<file path="src/common/acf_pkg.sv">
// Package of channel configuration constants and register map for the channel FIFO block
package acf_pkg;
  localparam int NUM_CH        = 6;
  localparam int DATA_W        = 8;
  localparam int DEPTH         = 16;
  localparam int PTR_W         = 4;
  localparam int CNT_W         = 5;
  // Channel indices
  localparam int CH_WADDR      = 0;
  localparam int CH_WDATA      = 1;
  localparam int CH_WRESP      = 2;
  localparam int CH_RADDR      = 3;
  localparam int CH_RDATA      = 4;
  localparam int CH_STREAM     = 5;
  // Option codes
  localparam logic OPT_OFF     = 1'b0;
  localparam logic OPT_ON      = 1'b1;
  localparam logic [2:0] SRC_THRESH_A = 3'h1;
  localparam logic [2:0] SRC_THRESH_B = 3'h3;
  localparam logic [2:0] SRC_HARD     = 3'h5;
  localparam logic [2:0] SRC_ONE_LEFT = 3'h6;
  localparam logic [1:0] USE_DATA     = 2'h0;
  localparam logic [1:0] USE_PACKET   = 2'h1;
  localparam logic [1:0] USE_LOWLAT   = 2'h2;
  // Build-time per-channel configuration, one entry per channel
  localparam logic [NUM_CH-1:0] COUNT_OPTION  = 6'b11_1111;
  localparam logic [NUM_CH-1:0] FLAG_OPTION   = 6'b11_1111;
  localparam logic [NUM_CH-1:0] COMMON_CLOCK  = 6'b11_1111;
  localparam logic [2:0] READY_SRC [NUM_CH] = '{3'h5, 3'h1, 3'h6, 3'h3, 3'h5, 3'h1};
  localparam logic [2:0] VALID_SRC [NUM_CH] = '{3'h5, 3'h1, 3'h6, 3'h3, 3'h5, 3'h1};
  localparam logic [1:0] USAGE     [NUM_CH] = '{2'h0, 2'h0, 2'h0, 2'h0, 2'h0, 2'h1};
  localparam logic [CNT_W-1:0] HIGH_THRESH [NUM_CH] =
    '{5'h0c, 5'h0e, 5'h0a, 5'h0c, 5'h0e, 5'h0d};
  localparam logic [CNT_W-1:0] LOW_THRESH  [NUM_CH] =
    '{5'h02, 5'h03, 5'h01, 5'h02, 5'h04, 5'h02};
  // Register map, byte addresses
  localparam logic [3:0] ADDR_STATUS   = 4'h0;
  localparam logic [3:0] ADDR_IRQ_STAT = 4'h4;
  localparam logic [3:0] ADDR_IRQ_MASK = 4'h8;
  localparam logic [3:0] ADDR_COUNT_LO = 4'hc;
  localparam int IRQ_W = 2 * NUM_CH;
endpackage : acf_pkg

</file>
<file path="src/core/acf_channel_fifo.sv">
// Six independent channel FIFOs with flag-mapped handshakes and an Avalon-MM status port
`timescale 1ns/1ns
// Overview of operation
// - A channel with its count option off drives zero on count_o yet still shows its count at ADDR_COUNT_LO, otherwise one count in shared-clock form.
// - The flag option off keeps plain full/empty handshakes, on lets a chosen flag drive ready and valid.
// - Ready follows the threshold-high flag for select 1 or 3, full for 5 and one-slot-left for 6.
// - Valid follows the threshold-low flag for select 1 or 3, empty for 5 and one-entry-left for 6.
// - Each channel has its own build-time high and low assert thresholds.
// - Packet mode exists only on shared-clock channels and is refused on independent-clock ones.
// - Usage select 0 is a data FIFO, 1 a packet FIFO and 2 a low-latency data FIFO.
module acf_channel_fifo (
  input  wire logic                                 mclk_i,
  input  wire logic                                 sys_rst_i,
  input  wire logic [acf_pkg::NUM_CH-1:0]               s_valid_i,
  input  wire logic [acf_pkg::NUM_CH*acf_pkg::DATA_W-1:0] s_data_i,
  input  wire logic [acf_pkg::NUM_CH-1:0]               s_last_i,
  output logic      [acf_pkg::NUM_CH-1:0]               s_ready_o,
  output logic      [acf_pkg::NUM_CH-1:0]               m_valid_o,
  output logic      [acf_pkg::NUM_CH*acf_pkg::DATA_W-1:0] m_data_o,
  input  wire logic [acf_pkg::NUM_CH-1:0]               m_ready_i,
  output logic      [acf_pkg::NUM_CH*acf_pkg::CNT_W-1:0]  count_o,
  input  wire logic [3:0]                             avs_address_i,
  input  wire logic                                 avs_read_i,
  input  wire logic                                 avs_write_i,
  input  wire logic [31:0]                            avs_writedata_i,
  output logic      [31:0]                            avs_readdata_o,
  output logic                                      avs_waitrequest_o,
  output logic                                      irq_o
);
  localparam int N  = acf_pkg::NUM_CH;
  localparam int DW = acf_pkg::DATA_W;
  localparam int CW = acf_pkg::CNT_W;

  logic [N-1:0]    full_w;
  logic [N-1:0]    empty_w;
  logic [N-1:0]    hi_w;
  logic [N-1:0]    lo_w;
  logic [N-1:0]    wr_en_w;
  logic [N-1:0]    rd_en_w;
  logic [CW-1:0]   cnt_w [N];
  localparam int IRQW = acf_pkg::IRQ_W;
  logic [IRQW-1:0] irq_stat_reg;
  logic [IRQW-1:0] irq_mask_reg;
  logic [IRQW-1:0] irq_set_w;
  logic [N-1:0]    over_w;
  logic [N-1:0]    under_w;
  logic            ack_reg;
  logic            wr_stb_w;
  logic            rd_stb_w;

  genvar g;
  generate
    for (g = 0; g < N; g++)
    begin : g_ch
      logic [DW-1:0]          mem_reg [acf_pkg::DEPTH];
      logic [acf_pkg::PTR_W-1:0] wptr_reg;
      logic [acf_pkg::PTR_W-1:0] rptr_reg;
      logic [CW-1:0]          cnt_reg;
      logic [CW-1:0]          pkts_reg;
      logic                   pkt_mode;
      logic                   rd_last;
      logic                   wr_ok;
      logic                   rd_ok;
      // Storage itself is not reset; pointers and counts define what is held
      logic                   last_mem_reg [acf_pkg::DEPTH];

      // Packet mode only where the channel shares one clock
      always_comb
      begin
        case (acf_pkg::USAGE[g])
          acf_pkg::USE_DATA,
          acf_pkg::USE_LOWLAT: pkt_mode = 1'b0;
          acf_pkg::USE_PACKET: pkt_mode = acf_pkg::COMMON_CLOCK[g];
          default:             pkt_mode = 1'b0;
        endcase
      end

      assign full_w[g]  = (cnt_reg == CW'(acf_pkg::DEPTH));
      assign empty_w[g] = (cnt_reg == '0);
      assign hi_w[g]    = (cnt_reg >= acf_pkg::HIGH_THRESH[g]);
      assign lo_w[g]    = (cnt_reg <= acf_pkg::LOW_THRESH[g]);

      // Selected full-type flag stalls the writer
      always_comb
      begin
        wr_ok = !full_w[g];
        if (acf_pkg::FLAG_OPTION[g] == acf_pkg::OPT_ON)
        begin
          case (acf_pkg::READY_SRC[g])
            acf_pkg::SRC_THRESH_A,
            acf_pkg::SRC_THRESH_B: wr_ok = !hi_w[g];
            acf_pkg::SRC_HARD:     wr_ok = !full_w[g];
            acf_pkg::SRC_ONE_LEFT: wr_ok = (cnt_reg < CW'(acf_pkg::DEPTH - 1));
            default:               wr_ok = !full_w[g];
          endcase
        end
      end

      // Threshold flags can hold back data already stored; low-latency usage reads the same as a plain data FIFO
      always_comb
      begin
        rd_ok = !empty_w[g];
        if (acf_pkg::FLAG_OPTION[g] == acf_pkg::OPT_ON)
        begin
          case (acf_pkg::VALID_SRC[g])
            acf_pkg::SRC_THRESH_A,
            acf_pkg::SRC_THRESH_B: rd_ok = !lo_w[g];
            acf_pkg::SRC_HARD:     rd_ok = !empty_w[g];
            acf_pkg::SRC_ONE_LEFT: rd_ok = (cnt_reg > CW'(1));
            default:               rd_ok = !empty_w[g];
          endcase
        end
        if (pkt_mode && pkts_reg == '0 && !full_w[g])
          rd_ok = 1'b0;
      end

      assign s_ready_o[g] = wr_ok;
      assign m_valid_o[g] = rd_ok && !empty_w[g];
      assign wr_en_w[g]   = s_valid_i[g] && wr_ok;
      assign rd_en_w[g]   = m_ready_i[g] && m_valid_o[g];
      assign rd_last      = last_mem_reg[rptr_reg];
      assign cnt_w[g]     = cnt_reg;
      assign m_data_o[g*DW +: DW] = mem_reg[rptr_reg];
      assign count_o[g*CW +: CW]  = acf_pkg::COUNT_OPTION[g] ? cnt_reg : '0;

      always_ff @(posedge mclk_i)
      begin
        if (wr_en_w[g])
        begin
          mem_reg[wptr_reg]      <= s_data_i[g*DW +: DW];
          last_mem_reg[wptr_reg] <= s_last_i[g];
        end
      end

      always_ff @(posedge mclk_i)
      begin
        if (sys_rst_i)
        begin
          wptr_reg <= '0;
          rptr_reg <= '0;
          cnt_reg  <= '0;
        end
        else
        begin
          if (wr_en_w[g])
            wptr_reg <= wptr_reg + 1'b1;
          if (rd_en_w[g])
            rptr_reg <= rptr_reg + 1'b1;
          cnt_reg <= cnt_reg + CW'(wr_en_w[g]) - CW'(rd_en_w[g]);
        end
      end

      // Whole packets stored; reads wait for a complete packet unless the channel is full
      always_ff @(posedge mclk_i)
      begin
        if (sys_rst_i)
          pkts_reg <= '0;
        else
          pkts_reg <= pkts_reg + CW'(wr_en_w[g] && s_last_i[g])
                      - CW'(rd_en_w[g] && rd_last);
      end
    end
  endgenerate

  // Events: overflow attempt (ready low) and underflow attempt (empty) per channel
  assign over_w    = s_valid_i & ~s_ready_o;
  assign under_w   = m_ready_i & empty_w;
  assign irq_set_w = {under_w, over_w};

  always_ff @(posedge mclk_i)
  begin
    if (sys_rst_i)
      irq_stat_reg <= '0;
    else if (wr_stb_w && avs_address_i == acf_pkg::ADDR_IRQ_STAT)
      // Set wins over a clear in the same cycle
      irq_stat_reg <= (irq_stat_reg & ~avs_writedata_i[IRQW-1:0]) | irq_set_w;
    else
      irq_stat_reg <= irq_stat_reg | irq_set_w;
  end

  always_ff @(posedge mclk_i)
  begin
    if (sys_rst_i)
      irq_mask_reg <= '0;
    else if (wr_stb_w && avs_address_i == acf_pkg::ADDR_IRQ_MASK)
      irq_mask_reg <= avs_writedata_i[IRQW-1:0];
  end

  assign irq_o = |(irq_stat_reg & irq_mask_reg);

  // One wait cycle per access keeps read data registered
  always_ff @(posedge mclk_i)
  begin
    if (sys_rst_i)
      ack_reg <= 1'b0;
    else
      ack_reg <= (avs_read_i || avs_write_i) && !ack_reg;
  end

  assign avs_waitrequest_o = (avs_read_i || avs_write_i) && !ack_reg;

  // Writes land on the edge that ends the access, reads are sampled one edge earlier
  assign wr_stb_w = avs_write_i && ack_reg;
  assign rd_stb_w = avs_read_i && !ack_reg;

  always_ff @(posedge mclk_i)
  begin
    if (sys_rst_i)
      avs_readdata_o <= '0;
    else if (rd_stb_w)
    begin
      // Unmapped offsets read as zero
      case (avs_address_i)
        acf_pkg::ADDR_STATUS:   avs_readdata_o <= {8'h00, lo_w, hi_w, empty_w, full_w};
        acf_pkg::ADDR_IRQ_STAT: avs_readdata_o <= {20'h0_0000, irq_stat_reg};
        acf_pkg::ADDR_IRQ_MASK: avs_readdata_o <= {20'h0_0000, irq_mask_reg};
        acf_pkg::ADDR_COUNT_LO: avs_readdata_o <= {2'b00, cnt_w[5], cnt_w[4], cnt_w[3],
                                                   cnt_w[2], cnt_w[1], cnt_w[0]};
        default:                avs_readdata_o <= 32'h0000_0000;
      endcase
    end
  end
endmodule : acf_channel_fifo

</file>
<file path="config.mk">
export PLATFORM = sky130hd
export DESIGN_NAME = acf_channel_fifo
export DESIGN_NICKNAME = d
export VERILOG_FILES = /design/src/common/acf_pkg.sv /design/src/core/acf_channel_fifo.sv
export SDC_FILE = /design/constraint.sdc
export NUM_CORES = 1
export LEC_CHECK = 0
export BUFFER_PORTS_ARGS = -buffer_cell sky130_fd_sc_hd__buf_2
export CAP_MARGIN = 20
export CORE_MARGIN = 2
export CORE_UTILIZATION = 50
export DETAILED_ROUTE_END_ITERATION = 8
export PLACE_DENSITY = 0.68
export SETUP_SLACK_MARGIN = 0.15
export SYNTH_ARGS = -nofsm -noshare
export SYNTH_HDL_FRONTEND = slang
export SYNTH_SLANG_ARGS = --single-unit
</file>
<file path="constraint.sdc">
create_clock -name mclk_i -period 3.4 [get_ports mclk_i]
set_input_delay 0.51 -clock mclk_i [delete_from_list [all_inputs] [get_ports mclk_i]]
set_output_delay 0.51 -clock mclk_i [all_outputs]
set_load 0.03 [all_outputs]
</file>
==> impl_summary.log <==
INFO  metric report.final.hold_viol_count = 0
INFO  metric synth-warning-count = 0
INFO  metric post_drt_wl_per_cell = 23.5 um
INFO  metric cts_max_path_buffers = 3
INFO  metric grt_first_pass_wirelength = 128000 um
INFO  metric grt_pass1_vias = 20900
INFO  metric grt_remaining_overflow = 0
INFO  metric total_half_perimeter_wirelength_after_legalization_and_detailed_placement = 58500 um
INFO  metric critical_path.reg2reg.startpoint = g_ch[5].cnt_reg[3]
INFO  metric synthToLayoutAreaGrowth = 15.2%
INFO  metric grt_start_max_net_pins = 41
INFO  metric initial_utilization = 0.506
INFO  metric clk-insertion-delay-late = 660 ps
INFO  metric clock_skew = 20.1 ps
INFO  metric setup-violations-final = 0
INFO  metric drv_cap = 0
INFO  metric gp_congestion = 0.850
INFO  metric finalHoldWorstSlack = 109 ps
INFO  metric worst_setup_hold_path_clk_slew = 60 ps
INFO  metric synthesis.area = 38500 um^2
INFO  metric period_share = 0.922
INFO  metric cts_made_buffers = 96
INFO  metric slew_hr = 0.344
INFO  metric worst_hold_path.endpoint = irq_mask_reg[0]
INFO  metric num_ports = 230
INFO  metric drive_above_1_share = 0.269
INFO  metric syn_area_per_cell = 16.9 um^2
INFO  metric grt_util_all_layers = 0.218
INFO  metric clock-sinks = 946
INFO  metric largest_reg_flops = 768
INFO  metric cp_slowest_cell = sky130_fd_sc_hd__mux4_2
INFO  metric grt_setup_unrepaired = true
INFO  metric io_buffers = 202
INFO  metric tightest_slew = 980 ps
INFO  metric core = 76100 um^2
INFO  metric tritoncts_clock_tree = done
INFO  metric synth_edf_count = 784
INFO  metric holdPathStages = 3
INFO  metric ff_latch_area = 26800 um^2
INFO  metric detail_route.drc_violations = 0
INFO  metric synth-main-ff-cell = sky130_fd_sc_hd__edfxtp_1
INFO  metric synth_top_cells_by_area = sky130_fd_sc_hd__edfxtp_1, sky130_fd_sc_hd__mux4_2, sky130_fd_sc_hd__dfxtp_1, sky130_fd_sc_hd__ha_1, sky130_fd_sc_hd__a22oi_1
INFO  metric final_setup_tns = 0 ps
INFO  metric multi_input_comb_area = 10800 um^2
INFO  metric placedCellCount = 3487
INFO  metric dr.pass1.iters = 7
INFO  metric num_rows = 101
INFO  metric critical_r2r_capture = g_ch[5].pkts_reg[4]
INFO  metric worstHoldPathType = input pin to flop
INFO  metric hold_startpoint = avs_writedata_i[0]
INFO  metric instance_count_of_the_mapped_netlist = 2272
INFO  metric cp_max_fo = 34
INFO  metric worst-r2r-cell-count = 14
INFO  metric achievable-frequency = 319 MHz
INFO  metric cp_class = flop to primary output
INFO  metric seq_area_frac_synth = 0.696
INFO  metric die_width = 281 um
INFO  metric critical_path.endpoint_type = primary output
INFO  metric critical_path_arrival = 2620 ps
INFO  metric totalWireLength = 86400 um
INFO  metric critical_path.startpoint_type = flop
INFO  metric antenna_violating_nets_post_route = 0
INFO  metric asyncSetResetFlopFracSynth = 0
INFO  metric layout.core_utilization = 0.582
INFO  metric detail_route.vias_per_cell = 5.68
INFO  metric filler_cell_count = 5754
INFO  metric finalNetCount = 2780
INFO  metric finalWorstPathRequiredPeriod = 3130 ps
INFO  metric initial_antenna_violation_count = 17
INFO  metric cts-root-buf = sky130_fd_sc_hd__clkbuf_16
INFO  metric reg2reg_slack = 360 ps
INFO  metric worstPathCellList = buf_12, mux4_2, a22o_1, a221o_1, buf_2
INFO  metric worst-endpoint-required = 2890 ps
INFO  metric synth_cell_types = 70
INFO  metric cpPeakStageDelay = 550 ps
INFO  metric die_area = 79200 um^2
INFO  metric leakage = 15.4 nW
INFO  metric maxSlewViolCount = 0
INFO  metric post-layout-total-power = 32.5 mW
INFO  metric vdd.ir_drop.worst = 0.501 mV
INFO  metric htree_num_levels = 3
INFO  metric post_cts_hold_buffer_count = 0
INFO  metric outcome = finished, final reports clean
INFO  metric detailroute.via_count = 20900
INFO  metric stdcell_count = 3679
INFO  metric die_y = 281 um
INFO  metric detailedRoute.firstIterationViolations = 1830
INFO  metric synth_largest_type_area_fraction = 0.612
INFO  metric synth.largest_area_cell = sky130_fd_sc_hd__edfxtp_1
INFO  metric power_per_cell_area = 733 nW/um^2
INFO  metric ys_ff_latch = 946
[kinds of logic after synthesis]
logic type	synth area share
and+or+nand+nor	0.0590
muxes	0.126
DFF	0.696
adders and majority gates	0.0368
buffers and inverters	0.0237
AOI/OAI and AO/OA	0.0480
xor gates and xnor gates	0.00956
other	0.0000975
[metrics by stage]
stage	instance area [um^2]	setup slack [ps]
floorplan	38500	174
global placement	41000	306
detailed placement	41000	270
CTS	44200	194
global route	44300	102
finish	44300	267
[worst max-delay path by stage]
stage                                   from                   to  slack, ps
after floorplan           g_ch[5].cnt_reg[1]  g_ch[5].pkts_reg[4]        170
after global placement    g_ch[0].cnt_reg[3]   g_ch[0].cnt_reg[4]        310
after detailed placement  g_ch[0].cnt_reg[3]   g_ch[0].cnt_reg[4]        270
after CTS                               flop          m_data_o[8]        190
after global routing      g_ch[5].cnt_reg[3]  g_ch[5].pkts_reg[4]        100
final                                   flop         m_data_o[47]        270
[worst max-delay path, delay by kind of cell (launching register included)]
family,cells,cell delay (ps)
buf+inv,2,450
mux,1,550
compound gates,2,610
flops,1,340
[final cells by class]
cell class / instances / area share
flip-flops and latches: 946 / 0.605
multi-input cells: 1111 / 0.244
inverters: 95 / 0.00805
repair buffers: 315 / 0.0432
clock buffers: 118 / 0.0579
clock inverters: 58 / 0.0124
well taps: 1030 / 0.0291
diodes: 6 / 0.000339
[cells in the mapped netlist, drive strengths merged (33+ instances only)]
library cell,instances
a21oi,65
a22oi,81
buf,56
clkbuf,65
dfxtp,162
edfxtp,784
ha,102
inv,95
mux4,196
nand2,97
nor2,152
nor2b,35
o21ai,33
[report_power, final]
group,total (mW),internal [mW],switching (mW)
Sequential,13.8,13.2,0.573
Combinational,8.36,3.55,4.81
Clock,10.4,6.05,4.31
[placed cells by master, fill, tap and decap left out, types with 6 or more instances in the layout]
| master | count |
|---|---|
| sky130_fd_sc_hd__xnor2_1 | 14 |
| sky130_fd_sc_hd__clkinv_1 | 12 |
| sky130_fd_sc_hd__a221oi_1 | 14 |
| sky130_fd_sc_hd__ha_1 | 101 |
| sky130_fd_sc_hd__clkinv_2 | 25 |
| sky130_fd_sc_hd__or3_1 | 7 |
| sky130_fd_sc_hd__mux2i_1 | 28 |
| sky130_fd_sc_hd__clkinvlp_4 | 7 |
| sky130_fd_sc_hd__nor2b_1 | 32 |
| sky130_fd_sc_hd__and3_1 | 11 |
| sky130_fd_sc_hd__a21o_1 | 8 |
| sky130_fd_sc_hd__clkbuf_8 | 6 |
| sky130_fd_sc_hd__buf_4 | 109 |
| sky130_fd_sc_hd__fa_1 | 6 |
| sky130_fd_sc_hd__dfxtp_1 | 156 |
| sky130_fd_sc_hd__nand4_1 | 13 |
| sky130_fd_sc_hd__o21ai_0 | 32 |
| sky130_fd_sc_hd__and2_1 | 24 |
| sky130_fd_sc_hd__nand2b_1 | 25 |
| sky130_fd_sc_hd__diode_2 | 6 |
| sky130_fd_sc_hd__clkbuf_16 | 97 |
| sky130_fd_sc_hd__mux4_2 | 196 |
| sky130_fd_sc_hd__nand2_1 | 96 |
| sky130_fd_sc_hd__a221o_1 | 9 |
| sky130_fd_sc_hd__nand3_1 | 25 |
| sky130_fd_sc_hd__a21oi_1 | 63 |
| sky130_fd_sc_hd__a22o_1 | 14 |
| sky130_fd_sc_hd__clkbuf_1 | 15 |
| sky130_fd_sc_hd__mux2_2 | 15 |
| sky130_fd_sc_hd__buf_2 | 201 |
| sky130_fd_sc_hd__a22oi_1 | 81 |
| sky130_fd_sc_hd__inv_1 | 93 |
| sky130_fd_sc_hd__bufinv_16 | 9 |
| sky130_fd_sc_hd__xor2_1 | 28 |
| sky130_fd_sc_hd__nor2_1 | 152 |
| sky130_fd_sc_hd__edfxtp_1 | 784 |
| sky130_fd_sc_hd__nor3_1 | 32 |
| sky130_fd_sc_hd__nand3b_1 | 7 |
[metal layers]
layer  up-vias  track usage  part of all wire
met4        22       0.0651             0.022
met2       702        0.337              0.46
met3       125       0.0670             0.095
met5         -            0            0.0018
li1       9414            -                 -
met1     10600        0.298              0.42
[what timing repair did]
action                                  CTS  global route
pin swaps                                 0             1
gates resized for setup                   4            13
endpoints found under the setup margin   26            14
setup buffers                             0            10
No activity file was read; power rests on OpenSTA's default activity.
